===== src/hw/tsr_consts.svh =====
`ifndef TSR_CONSTS_SVH
`define TSR_CONSTS_SVH
// timing
`define TSR_CLK_MHZ        125
`define TSR_CAL_TIME_US    1000
`define TSR_SEC_TIME_MS    1000
`define TSR_HALT_SHORT_S   5'd2
`define TSR_HALT_LONG_S    5'd20
`define TSR_SEC_PER_MIN    16'd60
`define TSR_LIMIT_HOLD     8'hff
`define TSR_DEB_N          2'd2
`define TSR_UNDEB_TH       8'h0f
`define TSR_P_AUTO_MIN     4'h7
`define TSR_TGT_SHIFT      3
`define TSR_BOUND_SHIFT    3
// register byte addresses
`define TSR_A_PRODUCT      8'h00
`define TSR_A_VERSION      8'h01
`define TSR_A_FLAGS        8'h10
`define TSR_A_MOVE         8'h41
`define TSR_A_CNT_L        8'h42
`define TSR_A_CNT_H        8'h43
`define TSR_A_BASE_L       8'h83
`define TSR_A_BASE_H       8'h84
`define TSR_A_TLVL_L       8'h90
`define TSR_A_TLVL_H       8'h91
`define TSR_A_MULT         8'hc4
`define TSR_A_GAIN         8'hc5
`define TSR_A_CFG0         8'hc6
`define TSR_A_CFG1         8'hc7
`define TSR_A_CFG2         8'hc8
`define TSR_A_TARGET       8'hc9
`define TSR_A_SLEEP        8'hca
`define TSR_A_NEAR_TH      8'hcb
`define TSR_A_CONTACT_TH   8'hcc
`define TSR_A_MOTION_TH    8'hcd
`define TSR_A_LIMIT        8'hce
// field positions
`define TSR_C0_RESYNC      5
`define TSR_C0_RECAL       4
`define TSR_C0_BOTH_DIR    3
`define TSR_C1_MINUTES     7
`define TSR_C2_LONG_HOLD   7
`define TSR_C2_AUTO_ACT    5
`define TSR_C2_LATE_REL    3
`define TSR_C2_PARTIAL     2
`define TSR_C2_AUTO_OFF    1
`define TSR_FL_RESET       3
`define TSR_UI_LATCH       3'b001
`define TSR_UI_I2C_MIN     3'b101
`define TSR_MOV_NORMAL     2'b00
`define TSR_MOV_LATCHED    2'b10
`define TSR_MOV_WITH_ACT   2'b11
// reset values
`define TSR_CFG_RST        8'h00
`define TSR_TARGET_RST     8'h96
`define TSR_UNMAPPED       8'h00
`endif


===== src/hw/tsr_pkg.sv =====
package tsr_pkg;
`include "tsr_consts.svh"
   typedef enum logic [2:0] {ST_IDLE, ST_ADDR, ST_WRB, ST_ACK, ST_RDB, ST_RACK} tsr_i2c_st_t;

   typedef struct packed {
      logic [2:0]  scl_sync;
      logic [2:0]  sda_sync;
      logic        scl_f;
      logic        sda_f;
      tsr_i2c_st_t st;
      logic [3:0]  bitcnt;
      logic [7:0]  shreg;
      logic        rw;
      logic        ptr_phase;
      logic [7:0]  ptr;
      logic        sda_oe;
      logic [7:0]  cfg0, cfg1, cfg2, target, sleep, near_th, contact_th, motion_th, limit, mult, gain;
      logic [15:0] counts, baseline, prox_lvl, touch_lvl;
      logic [7:0]  move_level, move_acc, win_cnt;
      logic        move_seen;
      logic        move_f, latch_f, prox_f, touch_f, reset_f, busy_f, halt_f, lp_f;
      logic [1:0]  prox_deb, touch_deb;
      logic [26:0] sec_div;
      logic [4:0]  halt_sec;
      logic [15:0] hold_sec;
      logic [19:0] cal_cnt;
      logic        powerup, auto_act, act_o, mov_o;
   } tsr_state_t;
endpackage


===== src/hw/tsr_regbank.sv =====
// How it works
// - movement flag bit 7 sets on each movement, clears when movement stops
// - latch bit 6 sets on movement with latch UI, clears only on time-out
// - near flag bit 5 follows threshold; freeze bit 1 also on raw contact
// - contact flag bit 4 drives activation in every UI; latch bit 6 also does with the latch UI
// - reset indicator bit 3 set on hard reset, host clears it
// - calibration-busy bit 2 high while the operating point is searched
// - low-power bit 0 only with nonzero sleep period and no interaction
// - 8-bit movement level is the pulse average over a sample window
// - baseline drifts toward counts, frozen while detection is active
// - resync bit loads baseline with counts, recalibrates if outside boundary
// - recalibrate bit forces calibration and clears itself when done
// - direction bit picks one-sided or two-sided near detection
// - unit bit selects minutes or seconds for the resync limit
// - config1 fields select movement output type and user interface
// - freeze held 2 s or 20 s without movement, movement restarts timer
// - auto activation at power-up when enabled, partial and P above 7
// - late release drops contact only at half the contact level
// - auto-calibration off: only the command calibrates, time-out just resyncs
// - calibration aims counts at target; host keeps target at most 1600
// - near level is baseline times setting over 256, locked at calibration
// - contact level computed alike; setting 15 or more skips debounce
// - resync limit 1..254 units, 0xff or 0 switches the limit off
`timescale 1ns/1ps
`include "tsr_consts.svh"
module tsr_regbank #(
   parameter logic [6:0]  DEV_ADDR    = 7'h44,  // arbitrary bus address
   parameter logic [7:0]  PRODUCT_ID  = 8'h5a,  // arbitrary value
   parameter logic [7:0]  VERSION_ID  = 8'h07,  // arbitrary value
   parameter int          SEC_CYCLES  = `TSR_SEC_TIME_MS * 1000 * `TSR_CLK_MHZ,
   parameter int          CAL_CYCLES  = `TSR_CAL_TIME_US * `TSR_CLK_MHZ
) (
   input  wire logic        i_clk,
   input  wire logic        i_rstn,
   input  wire logic        i_scl,
   input  wire logic        i_sda_i,
   output logic             o_sda_o,
   output logic             o_sda_oe,
   input  wire logic        i_sample_valid,
   input  wire logic [15:0] i_counts,
   input  wire logic        i_movement_pulse,
   output logic             o_activation,
   output logic             o_movement,
   output logic             o_low_power
);
   tsr_pkg::tsr_state_t s_r;
   tsr_pkg::tsr_state_t s_nxt;

   localparam logic [26:0] SEC_LAST = 27'(SEC_CYCLES - 1);
   localparam logic [19:0] CAL_LAST = 20'(CAL_CYCLES - 1);

   // register read mux, unmapped bytes read zero
   function automatic logic [7:0] rd_byte(input tsr_pkg::tsr_state_t s, input logic [7:0] a);
      logic [7:0] d;
      d = `TSR_UNMAPPED;
      case (a)
         `TSR_A_PRODUCT:    d = PRODUCT_ID;
         `TSR_A_VERSION:    d = VERSION_ID;
         `TSR_A_FLAGS:      d = {s.move_f, s.latch_f, s.prox_f, s.touch_f,
                                 s.reset_f, s.busy_f, s.halt_f, s.lp_f};
         `TSR_A_MOVE:       d = s.move_level;
         `TSR_A_CNT_L:      d = s.counts[7:0];
         `TSR_A_CNT_H:      d = s.counts[15:8];
         `TSR_A_BASE_L:     d = s.baseline[7:0];
         `TSR_A_BASE_H:     d = s.baseline[15:8];
         `TSR_A_TLVL_L:     d = s.touch_lvl[7:0];
         `TSR_A_TLVL_H:     d = s.touch_lvl[15:8];
         `TSR_A_MULT:       d = s.mult;
         `TSR_A_GAIN:       d = s.gain;
         `TSR_A_CFG0:       d = s.cfg0;
         `TSR_A_CFG1:       d = s.cfg1;
         `TSR_A_CFG2:       d = s.cfg2;
         `TSR_A_TARGET:     d = s.target;
         `TSR_A_SLEEP:      d = s.sleep;
         `TSR_A_NEAR_TH:    d = s.near_th;
         `TSR_A_CONTACT_TH: d = s.contact_th;
         `TSR_A_MOTION_TH:  d = s.motion_th;
         `TSR_A_LIMIT:      d = s.limit;
         default:           d = `TSR_UNMAPPED;
      endcase
      return d;
   endfunction

   // whole next-state: bus slave, host writes, sensing and timers
   always_comb
   begin
      logic        scl_n, sda_n, scl_rise, scl_fall, start, stop, wr_en;
      logic [7:0]  wdata, rbyte;
      logic [16:0] delta;
      logic [15:0] mag, tgt, off, lim_sec;
      logic        below, prox_hit, touch_hit, undeb, sec_tick, to_evt, out_bound;
      logic        cal_req, base_load, pulse;
      logic [4:0]  hold_lim;
      logic [23:0] p_prod, t_prod;
      scl_n = 1'b1; sda_n = 1'b1; scl_rise = 1'b0; scl_fall = 1'b0; start = 1'b0; stop = 1'b0;
      wr_en = 1'b0; wdata = 8'h00; rbyte = 8'h00; delta = 17'h00000; mag = 16'h0000;
      tgt = 16'h0000; off = 16'h0000; lim_sec = 16'h0000; below = 1'b0; prox_hit = 1'b0;
      touch_hit = 1'b0; undeb = 1'b0; sec_tick = 1'b0; to_evt = 1'b0; out_bound = 1'b0;
      cal_req = 1'b0; base_load = 1'b0; pulse = i_movement_pulse; hold_lim = 5'h00;
      p_prod = 24'h000000; t_prod = 24'h000000;
      s_nxt = s_r;

      // pin synchronisers; a level counts once stages two and three agree
      s_nxt.scl_sync = {s_r.scl_sync[1:0], i_scl};
      s_nxt.sda_sync = {s_r.sda_sync[1:0], i_sda_i};
      scl_n = (s_r.scl_sync[1] == s_r.scl_sync[2]) ? s_r.scl_sync[2] : s_r.scl_f;
      sda_n = (s_r.sda_sync[1] == s_r.sda_sync[2]) ? s_r.sda_sync[2] : s_r.sda_f;
      s_nxt.scl_f = scl_n;
      s_nxt.sda_f = sda_n;
      scl_rise = scl_n & ~s_r.scl_f;
      scl_fall = ~scl_n & s_r.scl_f;
      start = s_r.scl_f & scl_n & s_r.sda_f & ~sda_n;
      stop  = s_r.scl_f & scl_n & ~s_r.sda_f & sda_n;

      // byte-wide slave: address, pointer byte, then auto-incrementing data
      if (start)
      begin
         s_nxt.st = tsr_pkg::ST_ADDR;
         s_nxt.bitcnt = 4'h0;
         s_nxt.ptr_phase = 1'b1;
         s_nxt.sda_oe = 1'b0;
      end
      else if (stop)
      begin
         s_nxt.st = tsr_pkg::ST_IDLE;
         s_nxt.sda_oe = 1'b0;
      end
      else
      begin
         case (s_r.st)
            tsr_pkg::ST_IDLE: ;
            tsr_pkg::ST_ADDR, tsr_pkg::ST_WRB:
            begin
               if (scl_rise)
               begin
                  s_nxt.shreg = {s_r.shreg[6:0], sda_n};
                  s_nxt.bitcnt = s_r.bitcnt + 4'h1;
               end
               else if (scl_fall && s_r.bitcnt == 4'h8)
               begin
                  s_nxt.st = tsr_pkg::ST_ACK;
                  s_nxt.sda_oe = 1'b1;
                  if (s_r.st == tsr_pkg::ST_ADDR)
                  begin
                     s_nxt.rw = s_r.shreg[0];
                     if (s_r.shreg[7:1] != DEV_ADDR)
                     begin
                        s_nxt.st = tsr_pkg::ST_IDLE;  // not ours, stay off the line
                        s_nxt.sda_oe = 1'b0;
                     end
                  end
                  else if (s_r.ptr_phase)
                  begin
                     s_nxt.ptr = s_r.shreg;
                     s_nxt.ptr_phase = 1'b0;
                  end
                  else
                  begin
                     wr_en = 1'b1;
                     wdata = s_r.shreg;
                     s_nxt.ptr = s_r.ptr + 8'h01;
                  end
               end
            end
            tsr_pkg::ST_ACK:
            begin
               if (scl_fall)
               begin
                  s_nxt.bitcnt = 4'h0;
                  s_nxt.sda_oe = 1'b0;
                  s_nxt.st = tsr_pkg::ST_WRB;
                  if (s_r.rw)
                  begin
                     rbyte = rd_byte(s_r, s_r.ptr);
                     s_nxt.shreg = rbyte;
                     s_nxt.ptr = s_r.ptr + 8'h01;
                     s_nxt.sda_oe = ~rbyte[7];
                     s_nxt.st = tsr_pkg::ST_RDB;
                  end
               end
            end
            tsr_pkg::ST_RDB:
            begin
               if (scl_fall)
               begin
                  s_nxt.bitcnt = s_r.bitcnt + 4'h1;
                  s_nxt.shreg = {s_r.shreg[6:0], 1'b0};
                  s_nxt.sda_oe = ~s_r.shreg[6];
                  if (s_r.bitcnt == 4'h7)
                  begin
                     s_nxt.sda_oe = 1'b0;
                     s_nxt.st = tsr_pkg::ST_RACK;
                  end
               end
            end
            tsr_pkg::ST_RACK:
               if (scl_rise)
                  s_nxt.st = sda_n ? tsr_pkg::ST_IDLE : tsr_pkg::ST_ACK;
            default: s_nxt.st = tsr_pkg::ST_IDLE;
         endcase
      end

      // host register writes; hardware-owned bits are never written here
      if (wr_en)
      begin
         case (s_r.ptr)
            `TSR_A_FLAGS:      if (!wdata[`TSR_FL_RESET]) s_nxt.reset_f = 1'b0;
            `TSR_A_MULT:       s_nxt.mult = wdata;
            `TSR_A_GAIN:       s_nxt.gain = wdata;
            `TSR_A_CFG0:       s_nxt.cfg0 = wdata;
            `TSR_A_CFG1:       s_nxt.cfg1 = wdata;
            `TSR_A_CFG2:       s_nxt.cfg2 = wdata;
            `TSR_A_TARGET:     s_nxt.target = wdata;
            `TSR_A_SLEEP:      s_nxt.sleep = wdata;
            `TSR_A_NEAR_TH:    s_nxt.near_th = wdata;
            `TSR_A_CONTACT_TH: s_nxt.contact_th = wdata;
            `TSR_A_MOTION_TH:  s_nxt.motion_th = wdata;
            `TSR_A_LIMIT:      s_nxt.limit = wdata;
            default: ;
         endcase
      end

      // one-second enable shared by both no-movement timers
      sec_tick = (s_r.sec_div == SEC_LAST);
      s_nxt.sec_div = sec_tick ? 27'h0000000 : s_r.sec_div + 27'h0000001;

      // movement flag, latch and intensity window; a pulse beats the clear
      if (i_sample_valid)
      begin
         s_nxt.move_f = s_r.move_seen | pulse;
         s_nxt.move_seen = 1'b0;
         s_nxt.win_cnt = s_r.win_cnt + 8'h01;
         if (s_r.move_acc != 8'hff && (s_r.move_seen | pulse))
            s_nxt.move_acc = s_r.move_acc + 8'h01;
         if (s_r.win_cnt == 8'hff)
         begin
            s_nxt.move_level = s_nxt.move_acc;
            s_nxt.move_acc = 8'h00;
         end
      end
      else if (pulse)
      begin
         s_nxt.move_seen = 1'b1;
         s_nxt.move_f = 1'b1;
      end
      if (pulse && s_r.cfg1[2:0] == `TSR_UI_LATCH)
         s_nxt.latch_f = 1'b1;

      // detection on each sample; counts below baseline are the active side
      delta = {1'b0, s_r.baseline} - {1'b0, i_counts};
      below = ~delta[16];
      mag = below ? delta[15:0] : 16'(-delta);
      prox_hit = (below || s_r.cfg0[`TSR_C0_BOTH_DIR]) && mag >= s_r.prox_lvl;
      touch_hit = below && (mag >= s_r.touch_lvl ||
                  (s_r.touch_f && s_r.cfg2[`TSR_C2_LATE_REL] && mag >= {1'b0, s_r.touch_lvl[15:1]}));
      undeb = s_r.contact_th >= `TSR_UNDEB_TH;
      if (i_sample_valid && !s_r.busy_f)
      begin
         s_nxt.counts = i_counts;
         s_nxt.prox_deb = !prox_hit ? 2'd0 : (s_r.prox_deb == `TSR_DEB_N) ? s_r.prox_deb : s_r.prox_deb + 2'd1;
         s_nxt.touch_deb = !touch_hit ? 2'd0 : (s_r.touch_deb == `TSR_DEB_N) ? s_r.touch_deb : s_r.touch_deb + 2'd1;
         s_nxt.prox_f = (s_nxt.prox_deb == `TSR_DEB_N);
         s_nxt.touch_f = (undeb ? touch_hit : s_nxt.touch_deb == `TSR_DEB_N) | s_r.auto_act;
         s_nxt.halt_f = s_nxt.prox_f | touch_hit;
         if (!s_r.halt_f && s_r.baseline != i_counts)  // slow drift, one count per sample
            s_nxt.baseline = below ? s_r.baseline - 16'h0001 : s_r.baseline + 16'h0001;
      end

      // no-movement hold timer, restarted by movement
      hold_lim = (s_r.cfg2[`TSR_C2_LONG_HOLD] && s_r.cfg1[2:0] >= `TSR_UI_I2C_MIN) ?
                 `TSR_HALT_LONG_S : `TSR_HALT_SHORT_S;
      lim_sec = {8'h00, s_r.limit} * (s_r.cfg1[`TSR_C1_MINUTES] ? `TSR_SEC_PER_MIN : 16'h0001);
      if (pulse || !s_r.halt_f)
      begin
         s_nxt.halt_sec = 5'h00;
         s_nxt.hold_sec = 16'h0000;
      end
      else if (sec_tick)
      begin
         s_nxt.halt_sec = s_r.halt_sec + 5'h01;
         s_nxt.hold_sec = s_r.hold_sec + 16'h0001;
         to_evt = (s_nxt.halt_sec >= hold_lim) ||
                  (s_r.limit != `TSR_LIMIT_HOLD && s_r.limit != 8'h00 && s_nxt.hold_sec >= lim_sec);
      end

      // boundary around the calibration target, an eighth of the target each side
      tgt = 16'({s_r.target, {`TSR_TGT_SHIFT{1'b0}}});
      off = (i_counts > tgt) ? i_counts - tgt : tgt - i_counts;
      out_bound = off > (tgt >> `TSR_BOUND_SHIFT);

      // resync command, time-out resync and recalibration requests
      if (s_r.cfg0[`TSR_C0_RESYNC] || to_evt)
      begin
         base_load = 1'b1;
         s_nxt.cfg0[`TSR_C0_RESYNC] = 1'b0;
         cal_req = out_bound && !s_r.cfg2[`TSR_C2_AUTO_OFF];
      end
      if (to_evt)
      begin
         s_nxt.latch_f = 1'b0;
         s_nxt.auto_act = 1'b0;
      end
      if (s_r.cfg0[`TSR_C0_RECAL] && !s_r.busy_f)
         cal_req = 1'b1;
      if (base_load)
      begin
         s_nxt.baseline = i_counts;
         s_nxt.counts = i_counts;
         s_nxt.prox_deb = 2'd0;
         s_nxt.touch_deb = 2'd0;
         s_nxt.prox_f = 1'b0;
         s_nxt.touch_f = s_nxt.auto_act;
         s_nxt.halt_f = 1'b0;
      end

      // calibration: levels are computed once and held until the next run
      if (cal_req && !s_r.busy_f)
      begin
         s_nxt.busy_f = 1'b1;
         s_nxt.cal_cnt = 20'h00000;
      end
      else if (s_r.busy_f)
      begin
         s_nxt.cal_cnt = s_r.cal_cnt + 20'h00001;
         if (s_r.cal_cnt >= CAL_LAST)
         begin
            p_prod = 24'(i_counts) * 24'(s_r.near_th);
            t_prod = 24'(i_counts) * 24'(s_r.contact_th);
            s_nxt.busy_f = 1'b0;
            s_nxt.cfg0[`TSR_C0_RECAL] = wr_en && s_r.ptr == `TSR_A_CFG0 && wdata[`TSR_C0_RECAL];
            s_nxt.baseline = i_counts;
            s_nxt.counts = i_counts;
            s_nxt.prox_lvl = p_prod[23:8];
            s_nxt.touch_lvl = t_prod[23:8];
            s_nxt.prox_deb = 2'd0;
            s_nxt.touch_deb = 2'd0;
            s_nxt.prox_f = 1'b0;
            s_nxt.halt_f = 1'b0;
            s_nxt.powerup = 1'b0;
            if (s_r.powerup && s_r.cfg2[`TSR_C2_AUTO_ACT] && s_r.cfg2[`TSR_C2_PARTIAL] &&
                s_r.mult[3:0] > `TSR_P_AUTO_MIN)
               s_nxt.auto_act = 1'b1;
            s_nxt.touch_f = s_nxt.auto_act;
         end
      end

      // low power only from the sleep period and with no interaction
      s_nxt.lp_f = (s_r.sleep != 8'h00) && !s_nxt.prox_f && !s_nxt.touch_f && !s_nxt.busy_f;

      // pin outputs per user interface and movement output type
      s_nxt.act_o = s_nxt.touch_f | (s_nxt.latch_f & (s_r.cfg1[2:0] == `TSR_UI_LATCH));
      case (s_r.cfg1[4:3])
         `TSR_MOV_LATCHED:  s_nxt.mov_o = s_nxt.latch_f | s_nxt.move_f;
         `TSR_MOV_WITH_ACT: s_nxt.mov_o = s_nxt.move_f | s_nxt.touch_f;
         default:           s_nxt.mov_o = s_nxt.move_f;
      endcase
   end

   // state register; power-up starts a calibration and marks the reset
   always_ff @(posedge i_clk or negedge i_rstn)
   begin
      if (!i_rstn)
      begin
         s_r <= '0;
         s_r.scl_sync <= 3'h7;
         s_r.sda_sync <= 3'h7;
         s_r.scl_f <= 1'b1;
         s_r.sda_f <= 1'b1;
         s_r.st <= tsr_pkg::ST_IDLE;
         s_r.target <= `TSR_TARGET_RST;
         s_r.reset_f <= 1'b1;
         s_r.busy_f <= 1'b1;
         s_r.powerup <= 1'b1;
      end
      else
         s_r <= s_nxt;
   end

   assign o_sda_o = 1'b0;  // open drain: only ever pulls low
   assign o_sda_oe = s_r.sda_oe;
   assign o_activation = s_r.act_o;
   assign o_movement = s_r.mov_o;
   assign o_low_power = s_r.lp_f;
endmodule


===== config.mk =====
export PLATFORM = sky130hd
export DESIGN_NAME = tsr_regbank
export DESIGN_NICKNAME = d
export VERILOG_FILES = /design/src/hw/tsr_pkg.sv /design/src/hw/tsr_regbank.sv
export VERILOG_INCLUDE_DIRS = /design/src /design/src/hw
export SDC_FILE = /design/constraint.sdc
export NUM_CORES = 1
export LEC_CHECK = 0
export BUFFER_PORTS_ARGS = -buffer_cell sky130_fd_sc_hd__buf_2
export CORE_MARGIN = 2
export CORE_UTILIZATION = 25
export CTS_BUF_LIST = sky130_fd_sc_hd__clkbuf_16
export CTS_CLUSTER_SIZE = 10
export DETAILED_ROUTE_END_ITERATION = 10
export PLACE_DENSITY = 0.4
export RECOVER_POWER = 100
export SETUP_SLACK_MARGIN = 0.05
export SYNTH_ARGS = -nofsm -noshare
export SYNTH_HDL_FRONTEND = slang
export SYNTH_SLANG_ARGS = --single-unit
export TNS_END_PERCENT = 30

===== constraint.sdc =====
create_clock -name i_clk -period 6.6 [get_ports i_clk]
set_input_delay 0 -clock i_clk [delete_from_list [all_inputs] [get_ports i_clk]]
set_output_delay 0 -clock i_clk [all_outputs]
set_load 0.05 [all_outputs]

==> reports/qor.txt, run 1 <==
Violated checks: max-capacitance violations, max-slew violations
Sink Count: 295
Clk_lat worst skew: 0.59 ns
Max Fclk: 0.165 GHz
Worst-path clk slew: 0.06 ns
Layout Skew: 0.0302 ns
CP max-delay cell: fa_1
Final critical-path share of the clock period: 91.8%
Crit. End Element: register
Switch Pwr: 1.89 mW
Post-synthesis sequential area ratio: 27.4%
Post-route antenna net violation count: 0
Hold Fails Final Rpt: 0
Mapped Area: 0.0270 mm²
Die Width: 333 µm
Largest net degree at the start of global routing: 133
Setup CP Type: reg2reg
Detailed Route WL: 89400 µm
DR iter-0 viols: 1271
# setup viols final: 0
Crit-path max cell delay: 0.53 ns
Layout cells sized above 1: 7.83%
Top_reg_cell synth: dfrtp_1
Vias in the first global route: 21700
Hold crit path type: in2reg
Maxcap violations: 2
DRC errors left: 0
CP Buf/Inv Count: 3
Initial antenna violation count: 5
Post-DP Area: 0.0288 mm²
Placed Cells: 4329
Max IR drop VDD: 0.138 mV
Fillers: 11600
Post-synthesis cell count: 2986
First-pass GRT wire length: 138000 µm
Leading area contributor after synthesis: dfrtp_1
Vias per cell: 4.79
GRT overflow: 0
Ys Warns: 0
Slew @ Worst Pin: 4.99 ns
# port buffers: 25
Root buffer cell: clkbuf_16
Syn-to-layout area delta: 11.5%
Count leader, synth: nand2_1
GR Util All Layers: 16.2%
FP Rows: 120
Pre-Repair DR Iteration Count: 7
Power Density: 180 mW/mm²
Final HPWL DP: 66200 µm
Synth area leaders: dfrtp_1 26%, fa_1 14%, ha_1 11%
Mean Syn Cell Area: 9.05 µm²
Pint: 3.54 mW
Leading cell types by count after synthesis: 374 x nand2_1, 305 x inv_1, 280 x dfrtp_1
Clock power frac: 38.1%
Status: complete, but fails checks
WL/cell: 20.2 µm
CP delay by family, top: compound AO/OA/AOI/OAI gates
Final hold slack: 0.0466 ns
Final Wtd Congestion: 0.856
Die Ht: 333 µm
Most used cell, CP: a21oi_1
Top Ports: 27
Min cycle time layout: 6.06 ns
CTS tree: built
Number of synthesized flops with an enable pin: 0
Leakage dissipation: 14.5 nW
NumNets Final: 3430
RSZ-0062 raised after global routing: yes
Cell Count, Final, Fillers Out: 4418
Reg power frac: 38.7%
FF+latch count, synth: 295
Crit start category: register
Setup TNS: 0 ns
Core Box Area: 0.107 mm²
Max clock buf depth: 3
Max-slew violations: 130
Final instance area: 0.0301 mm²
Via count: 21200
Comb power frac: 23.2%
Initial Utilization: 25.2%
Total CTS buffers: 40
Critical Path Fanout Max: 6
Required @ worst endpoint: 7.08 ns
ANT cells: 0
Post-synth ARST share: 100%
Slew Limit Headroom: -233%
Post-synth top area share: 25.9%
Sw Ratio: 34.9%
Maximum level of the CTS H-tree: 2
Final core utilization: 28.1%
Worst Path Arrival: 6.54 ns
Distinct cells, synth: 87
Die area: 0.111 mm²
metal layers:
layer / vias up / track usage [%] / share of wire [%]
li1: 10100 / - / -
met1: 10600 / 22.8 / 48
met2: 366 / 26.2 / 45
met3: 91 / 2.17 / 4.2
met4: 0 / 3.77 / 2.1
met5: - / 0 / 0
area by class of cell:
cell class / instances / area (µm²) / share of cell area, %
Clock inverter: 30 / 219 / 0.726
Timing Repair Buffer: 103 / 746 / 2.47
Tap cell: 1403 / 1760 / 5.82
Inverter: 306 / 1150 / 3.81
Multi-Input combinational cell: 2241 / 17900 / 59.3
Clock buffer: 40 / 1000 / 3.32
Sequential cell: 295 / 7400 / 24.6
placed cells by master, fill, tap and decap left out, drive strengths merged, types with 19 or more instances in the layout:
cell,n
xor2,71
nand2b,33
nand3,48
or3,19
a22oi,37
and2,127
nor2,143
ha,238
buf,70
xnor2,96
mux2,86
o31ai,20
a22o,22
a21o,38
and3,50
nor2b,32
o21ai,179
nand4,38
fa,183
a21oi,98
dfrtp,280
mux2i,22
o21a,22
inv,316
nand2,374
clkbuf,54
nor3,35
path summary, 6_finish.rpt:
path	to	slack, ns	startpoint	depth (start not counted)
setup reg to reg	o_movement	0.54	s_r[190]	26
hold / removal	s_r[154]	0.05	i_counts[13]	4
max in group asynchronous	s_r[126]	1.34	i_rstn	3
hold reg to reg	s_nxt[294]	0.36	s_nxt[293]	0
min in group asynchronous	s_r[35]	1.94	i_rstn	2
setup / recovery	o_movement	0.54	s_r[190]	26
worst min-delay path, cell delays in order:
cell and delay, ns:
buf_2 0.13, buf_4 0.25, nand2_1 0.11, o21ai_0 0.07
stage by stage:
stage          power, mW  setup WS (ns)
3_5_place_dp        3.40          0.336
4_1_cts             5.53          0.322
6_report            5.43          0.540
5_1_grt             5.74         0.0400
3_3_place_gp        3.41          0.337
2_1_floorplan       2.91          0.796
power by group through the flow:
stage	combinational, mW	sequential (mW)	clock (mW)
3_3_place_gp	1.27	2.14	0
4_1_cts	1.28	2.11	2.14
3_5_place_dp	1.26	2.14	0
5_1_grt	1.41	2.13	2.20
6_report	1.26	2.10	2.07
2_1_floorplan	0.878	2.03	0
cells by family (layout without fill, tap and decap cells):
logic type | Yosys count | count (layout) | share of synthesized area [%]
AO/OA/AOI/OAI | 569 | 569 | 13.8
multiplexers | 108 | 108 | 4.54
adder cells (fa/ha/maj) | 423 | 423 | 24.6
AND/OR/NAND/NOR | 967 | 967 | 17.8
XOR/XNOR | 167 | 167 | 5.41
other | 2 | 7 | 0.0278
buffers and inverters | 455 | 479 | 6.43
flip-flops | 295 | 295 | 27.4
registers in the layout (all words and copies together), names as in the netlist:
signal        count
o_activation      1
o_low_power       1
o_movement        1
o_sda_oe          1
s_nxt             4
s_r             287
repair_timing:
item,in CTS,in global routing
hold endpoints to repair,116,0
endpoints found under the setup margin,0,48
resized for setup,0,3
setup buffers,0,1
hold buffers,18,0
No activity file was read; power rests on OpenSTA's default activity.
==> inputs of run 2 (changes only) <==
--- a/config.mk
+++ b/config.mk
@@ -7,12 +7,14 @@
 export NUM_CORES = 1
 export LEC_CHECK = 0
 export BUFFER_PORTS_ARGS = -buffer_cell sky130_fd_sc_hd__buf_2
+export CELL_PAD_IN_SITES_DETAIL_PLACEMENT = 1
+export CELL_PAD_IN_SITES_GLOBAL_PLACEMENT = 2
 export CORE_MARGIN = 2
 export CORE_UTILIZATION = 25
 export CTS_BUF_LIST = sky130_fd_sc_hd__clkbuf_16
 export CTS_CLUSTER_SIZE = 10
 export DETAILED_ROUTE_END_ITERATION = 10
-export PLACE_DENSITY = 0.4
+export PLACE_DENSITY = 0.55
 export RECOVER_POWER = 100
 export SETUP_SLACK_MARGIN = 0.05
 export SYNTH_ARGS = -nofsm -noshare
==> run 2 against run 1 <==
Effect of this change: the flow still finishes with violations (max-capacitance violations, max-slew violations); core utilization rose by 0.068 points; count of clock-buffer cells in the layout rose by 2; non-clock buffer count fell by 10; register-to-register slack improved by 0.02 ns; wire length rose by 7.0%; via count rose by 2.7%; total power rose by 2.5%; critical path type unchanged; highest routed layer unchanged.
==> reports/qor.txt, run 2 (synthesis gave the netlist of run 1 again) <==
DR iter-0 viols: 1194
Slew Limit Headroom: -262%
Final critical-path share of the clock period: 91.6%
Pre-Repair DR Iteration Count: 7
Final HPWL DP: 72400 µm
FP Rows: 120
Crit-path max cell delay: 0.53 ns
Worst Path Arrival: 6.50 ns
Crit. End Element: register
Die area: 0.111 mm²
Initial Utilization: 25.2%
Crit start category: register
Post-route antenna net violation count: 0
RSZ-0062 raised after global routing: no
Detailed Route WL: 95700 µm
Most frequent cells in the layout: 374 x nand2_1, 320 x inv_1, 280 x dfrtp_1
Setup CP Type: reg2reg
Slew @ Worst Pin: 5.44 ns
Top reg by flops: s_r
Sink Count: 295
Largest net degree at the start of global routing: 124
# port buffers: 25
Via count: 21800
Max-slew violations: 152
Top Ports: 27
Worst Setup SP: s_r[189]
Max IR drop VDD: 0.146 mV
Die Width: 333 µm
Reg2Reg Depth: 25
Layout cells sized above 1: 8.07%
Leakage dissipation: 14.6 nW
# setup viols final: 0
Layout Skew: 0.0175 ns
Reg2Reg Setup Slack: 0.56 ns
Max Fclk: 0.165 GHz
Pint: 3.66 mW
Root buffer cell: clkbuf_16
Placed Cells: 4319
Reg2reg start: s_r[189]
Max FFs per register: 287
Maximum level of the CTS H-tree: 2
Commonest non-fill, non-tap cell in the layout: nand2_1
Core Box Area: 0.107 mm²
Vias per cell: 4.93
Syn-to-layout area delta: 11.8%
Clk_lat worst skew: 0.58 ns
Vias in the first global route: 23400
Total CTS buffers: 41
Required @ worst endpoint: 7.05 ns
CTS tree: built
Reg2Reg Capture Point: s_r[163]
NumNets Final: 3421
GR Util All Layers: 17.3%
Status: complete, but fails checks
Comb power frac: 22.3%
Setup TNS: 0 ns
Max clock buf depth: 3
Violated checks: max-capacitance violations, max-slew violations
Reg power frac: 37.8%
Switch Pwr: 1.91 mW
Hold crit path type: in2reg
Min cycle time layout: 6.04 ns
Final Wtd Congestion: 0.851
Met3 usage: 1.52%
CP max-delay cell: fa_1
Hold Fails Final Rpt: 0
Most used routing layer: met2
Most used cell, CP: a21oi_1
Maxcap violations: 2
Met1 usage: 24.5%
WL/cell: 21.7 µm
Die Ht: 333 µm
DRC errors left: 0
Critical Path Fanout Max: 16
Setup crit end: s_r[163]
Initial antenna violation count: 4
Power Total: 5.57 mW
Power Density: 184 mW/mm²
Clock power frac: 39.8%
GRT overflow: 0
First-pass GRT wire length: 148000 µm
Grt met2 use: 29.1%
Cell Count, Final, Fillers Out: 4415
Sw Ratio: 34.3%
Worst-path clk slew: 0.06 ns
[run 2: final cells by class]
cell class | instances | area, µm²
fill | 12400 | 77000
tap | 1403 | 1760
multi-input combinational | 2241 | 17900
timing repair buffer | 93 | 686
antenna | 1 | 2.50
clock inverter | 34 | 255
clock buffer | 42 | 1050
inverter | 306 | 1150
sequential | 295 | 7400
[run 2: how the worst min path moves through the flow]
stage | start | end | slack [ns] | cells past startpoint
floorplan | i_rstn | o_activation | -0.30 | 0
global placement | i_sda_i | s_nxt[290] | 0.11 | 1
detailed placement | i_scl | s_nxt[293] | 0.11 | 1
CTS | i_counts[14] | s_r[155] | 0.01 | 4
global route | i_counts[14] | s_r[155] | 0.05 | 4
finish | i_counts[14] | s_r[155] | 0.04 | 4
[run 2: power by group through the flow]
stage | Combinational, mW | Clock, mW | Sequential [mW]
floorplan | 0.878 | 0 | 2.03
global placement | 1.22 | 0 | 2.13
detailed placement | 1.25 | 0 | 2.14
CTS | 1.27 | 2.31 | 2.11
global route | 1.41 | 2.37 | 2.13
finish | 1.24 | 2.22 | 2.11
[run 2: worst max-delay path, delay by kind of cell, from the launching register on]
kind            cells  cell delay [ns]
compound gates      9             1.49
flops               1             0.46
xor+xnor            2             0.34
buf+inv             4             0.48
mux                 1             0.33
fa+ha+maj           5             2.05
simple gates        4             0.76
[run 2: metal layers]
layer | vias up | routed length (µm)
li1 | 10100 | -
met4 | 0 | 1280
met3 | 78 | 2400
met5 | - | 0
met1 | 11300 | 47000
met2 | 244 | 45100
[run 2: repair_timing]
item / 4_1_cts / 5_1_grt
gates resized for setup: 0 / 6
setup endpoints to repair: 0 / 59
hold buffers: 17 / 0
setup buffers: 0 / 2
hold endpoints to repair: 137 / 0
[run 2: metrics by stage]
stage               cell area [µm²]  util, %  hold WS (ns)  setup slack (ns)
finish                        30200     28.2        0.0350             0.556
floorplan                     27100        -        -0.296             0.796
CTS                           30200     28.2        0.0108             0.192
global placement              28800     26.8         0.106             0.345
global route                  30200     28.2        0.0467            0.0343
detailed placement            28800     26.8         0.108             0.235
==> inputs of run 3 (changes only) <==
--- a/config.mk
+++ b/config.mk
@@ -9,7 +9,6 @@
 export BUFFER_PORTS_ARGS = -buffer_cell sky130_fd_sc_hd__buf_2
 export CELL_PAD_IN_SITES_DETAIL_PLACEMENT = 1
 export CELL_PAD_IN_SITES_GLOBAL_PLACEMENT = 2
-export CORE_MARGIN = 2
 export CORE_UTILIZATION = 25
 export CTS_BUF_LIST = sky130_fd_sc_hd__clkbuf_16
 export CTS_CLUSTER_SIZE = 10
@@ -17,6 +16,7 @@
 export PLACE_DENSITY = 0.55
 export RECOVER_POWER = 100
 export SETUP_SLACK_MARGIN = 0.05
+export SLEW_MARGIN = 20
 export SYNTH_ARGS = -nofsm -noshare
 export SYNTH_HDL_FRONTEND = slang
 export SYNTH_SLANG_ARGS = --single-unit
==> run 3 against run 2 <==
Effect of this change: the run ends with negative hold slack, max-capacitance violations, max-slew violations left; final cell count is 0.25% lower; via count hardly changed; total power is 0.31% lower; setup slack worse by 0.12 ns; wire length is 1.8% lower; critical path depth stayed put; first-iteration DRC count is 5.9% lower; core utilization is 0.10 points lower; combinational power hardly changed; critical path type unchanged; largest cell class unchanged; largest power group unchanged.
==> reports/qor.txt, run 3 (synthesis gave the netlist of run 1 again) <==
Status: complete, but fails checks
Violated checks: negative hold slack, max-capacitance violations, max-slew violations
Reg power frac: 37.9%
Crit. End Element: register
Setup CP Type: reg2reg
Total CTS buffers: 40
Critical Path Fanout Max: 16
Sink Count: 295
GR Util All Layers: 17.5%
CP max-delay cell: fa_1
Layout Skew: 0.0686 ns
CTS tree: built
# port buffers: 25
Commonest non-fill, non-tap cell in the layout: nand2_1
DR iter-0 viols: 1123
Hold crit path type: in2reg
Core Box Area: 0.107 mm²
Max Fclk: 0.162 GHz
Crit-path max cell delay: 0.53 ns
DRC errors left: 0
GRT overflow: 0
Max IR drop VDD: 0.195 mV
Pre-Repair DR Iteration Count: 5
First-pass GRT wire length: 147000 µm
Hold Fails Final Rpt: 1
Comb power frac: 22.5%
NumNets Final: 3411
Die Width: 331 µm
Clock power frac: 39.5%
FP Rows: 120
Final HPWL DP: 71500 µm
WL/cell: 21.3 µm
Maxcap violations: 4
Final hold slack: -0.00248 ns
Via count: 21700
Switch Pwr: 1.90 mW
Setup TNS: 0 ns
Final critical-path share of the clock period: 93.4%
Top reg by flops: s_r
Most used cell, CP: a21oi_1
Required @ worst endpoint: 7.03 ns
Final instance area: 0.0301 mm²
Die Ht: 331 µm
Crit start category: register
Vias in the first global route: 23800
Post-route antenna net violation count: 0
# setup viols final: 0
Post-DP Area: 0.0287 mm²
Power Density: 184 mW/mm²
Most frequent cells in the layout: 374 x nand2_1, 318 x inv_1, 278 x dfrtp_1
Vias per cell: 4.94
Worst Path Arrival: 6.59 ns
Syn-to-layout area delta: 11.3%
Clk_lat worst skew: 0.61 ns
RSZ-0062 raised after global routing: no
Sw Ratio: 34.3%
Min cycle time layout: 6.17 ns
Initial Utilization: 25.2%
Top Ports: 27
Pint: 3.65 mW
Worst-path clk slew: 0.06 ns
Max-slew violations: 171
Root buffer cell: clkbuf_16
Max FFs per register: 287
Slew @ Worst Pin: 5.19 ns
Max clock buf depth: 3
Detailed Route WL: 94000 µm
Initial antenna violation count: 1
Die area: 0.109 mm²
Largest net degree at the start of global routing: 146
Slew Limit Headroom: -246%
Leakage dissipation: 14.5 nW
Layout cells sized above 1: 7.84%
Maximum level of the CTS H-tree: 2
Final Wtd Congestion: 0.822
[run 3: cell types whose count changed in the layout (fill, tap and decap cells not counted), moves of 5 or more]
cell,delta
buf_4,-6
dlygate4sd3_1,-5
mux2_1,+5
mux2_4,-6
[run 3: area by class of cell]
cell class	count	area [µm²]
Antenna cell	2	5.00
Clock buffer	40	1000
Clock inverter	33	303
Fill cell	12500	77100
Inverter	306	1150
Multi-Input combinational cell	2241	17900
Sequential cell	295	7400
Tap cell	1403	1760
Timing Repair Buffer	84	588
[run 3: through the flow]
| stage | std cells | power [mW] | utilization [%] | setup slack, ns |
|---|---|---|---|---|
| final | 4404 | 5.55 | 28.1 | 0.434 |
| after global routing | 4402 | 5.86 | 28.1 | 0.0452 |
| after CTS | 4400 | 5.65 | 28.1 | 0.113 |
| after detailed placement | 4315 | 3.39 | 26.8 | 0.214 |
| after global placement | 4315 | 3.36 | 26.8 | 0.332 |
| after floorplan | 2991 | 2.91 | - | 0.796 |
[run 3: what timing repair did]
action | in CTS | in global routing
hold endpoints to repair | 112 | 0
endpoints found under the setup margin | 0 | 57
hold buffers | 12 | 0
gates resized for setup | 0 | 5
buffers inserted | 0 | 2
[run 3: power by group through the flow]
| stage | logic (mW) | clock network (mW) | registers, mW |
|---|---|---|---|
| 2_1_floorplan | 0.878 | 0 | 2.03 |
| 3_3_place_gp | 1.22 | 0 | 2.13 |
| 3_5_place_dp | 1.25 | 0 | 2.14 |
| 4_1_cts | 1.27 | 2.27 | 2.11 |
| 5_1_grt | 1.40 | 2.33 | 2.13 |
| 6_report | 1.25 | 2.20 | 2.11 |
[run 3: worst max-delay path, delay by kind of cell, from the launching register on]
family	cells	cell delay (ns)
AOI/OAI and AO/OA	9	1.45
xor gates and xnor gates	1	0.09
adders and majority gates	5	1.86
buffers and inverters	4	0.45
DFF	1	0.48
muxes	1	0.36
and+or+nand+nor	5	1.27
[run 3: path summary, 6_finish.rpt]
check	start	endpoint	slack (ns)	cells after the start
worst max-delay path	s_r[191]	s_r[167]	0.43	25
min in group asynchronous	i_rstn	s_r[20]	1.85	2
max in group asynchronous	i_rstn	s_r[45]	1.28	3
worst min-delay path	i_counts[0]	s_r[157]	-0.002	2
worst max register to register	s_r[191]	s_r[167]	0.43	25
worst min register to register	s_nxt[293]	s_nxt[294]	0.36	0
[run 3: layer usage]
metal	track usage (%)	up-vias	wire (µm)
met2	28.8	271	43600
met3	1.89	92	2580
met5	0	-	0
met1	24.4	11300	45800
li1	-	10100	-
met4	4.18	0	2060
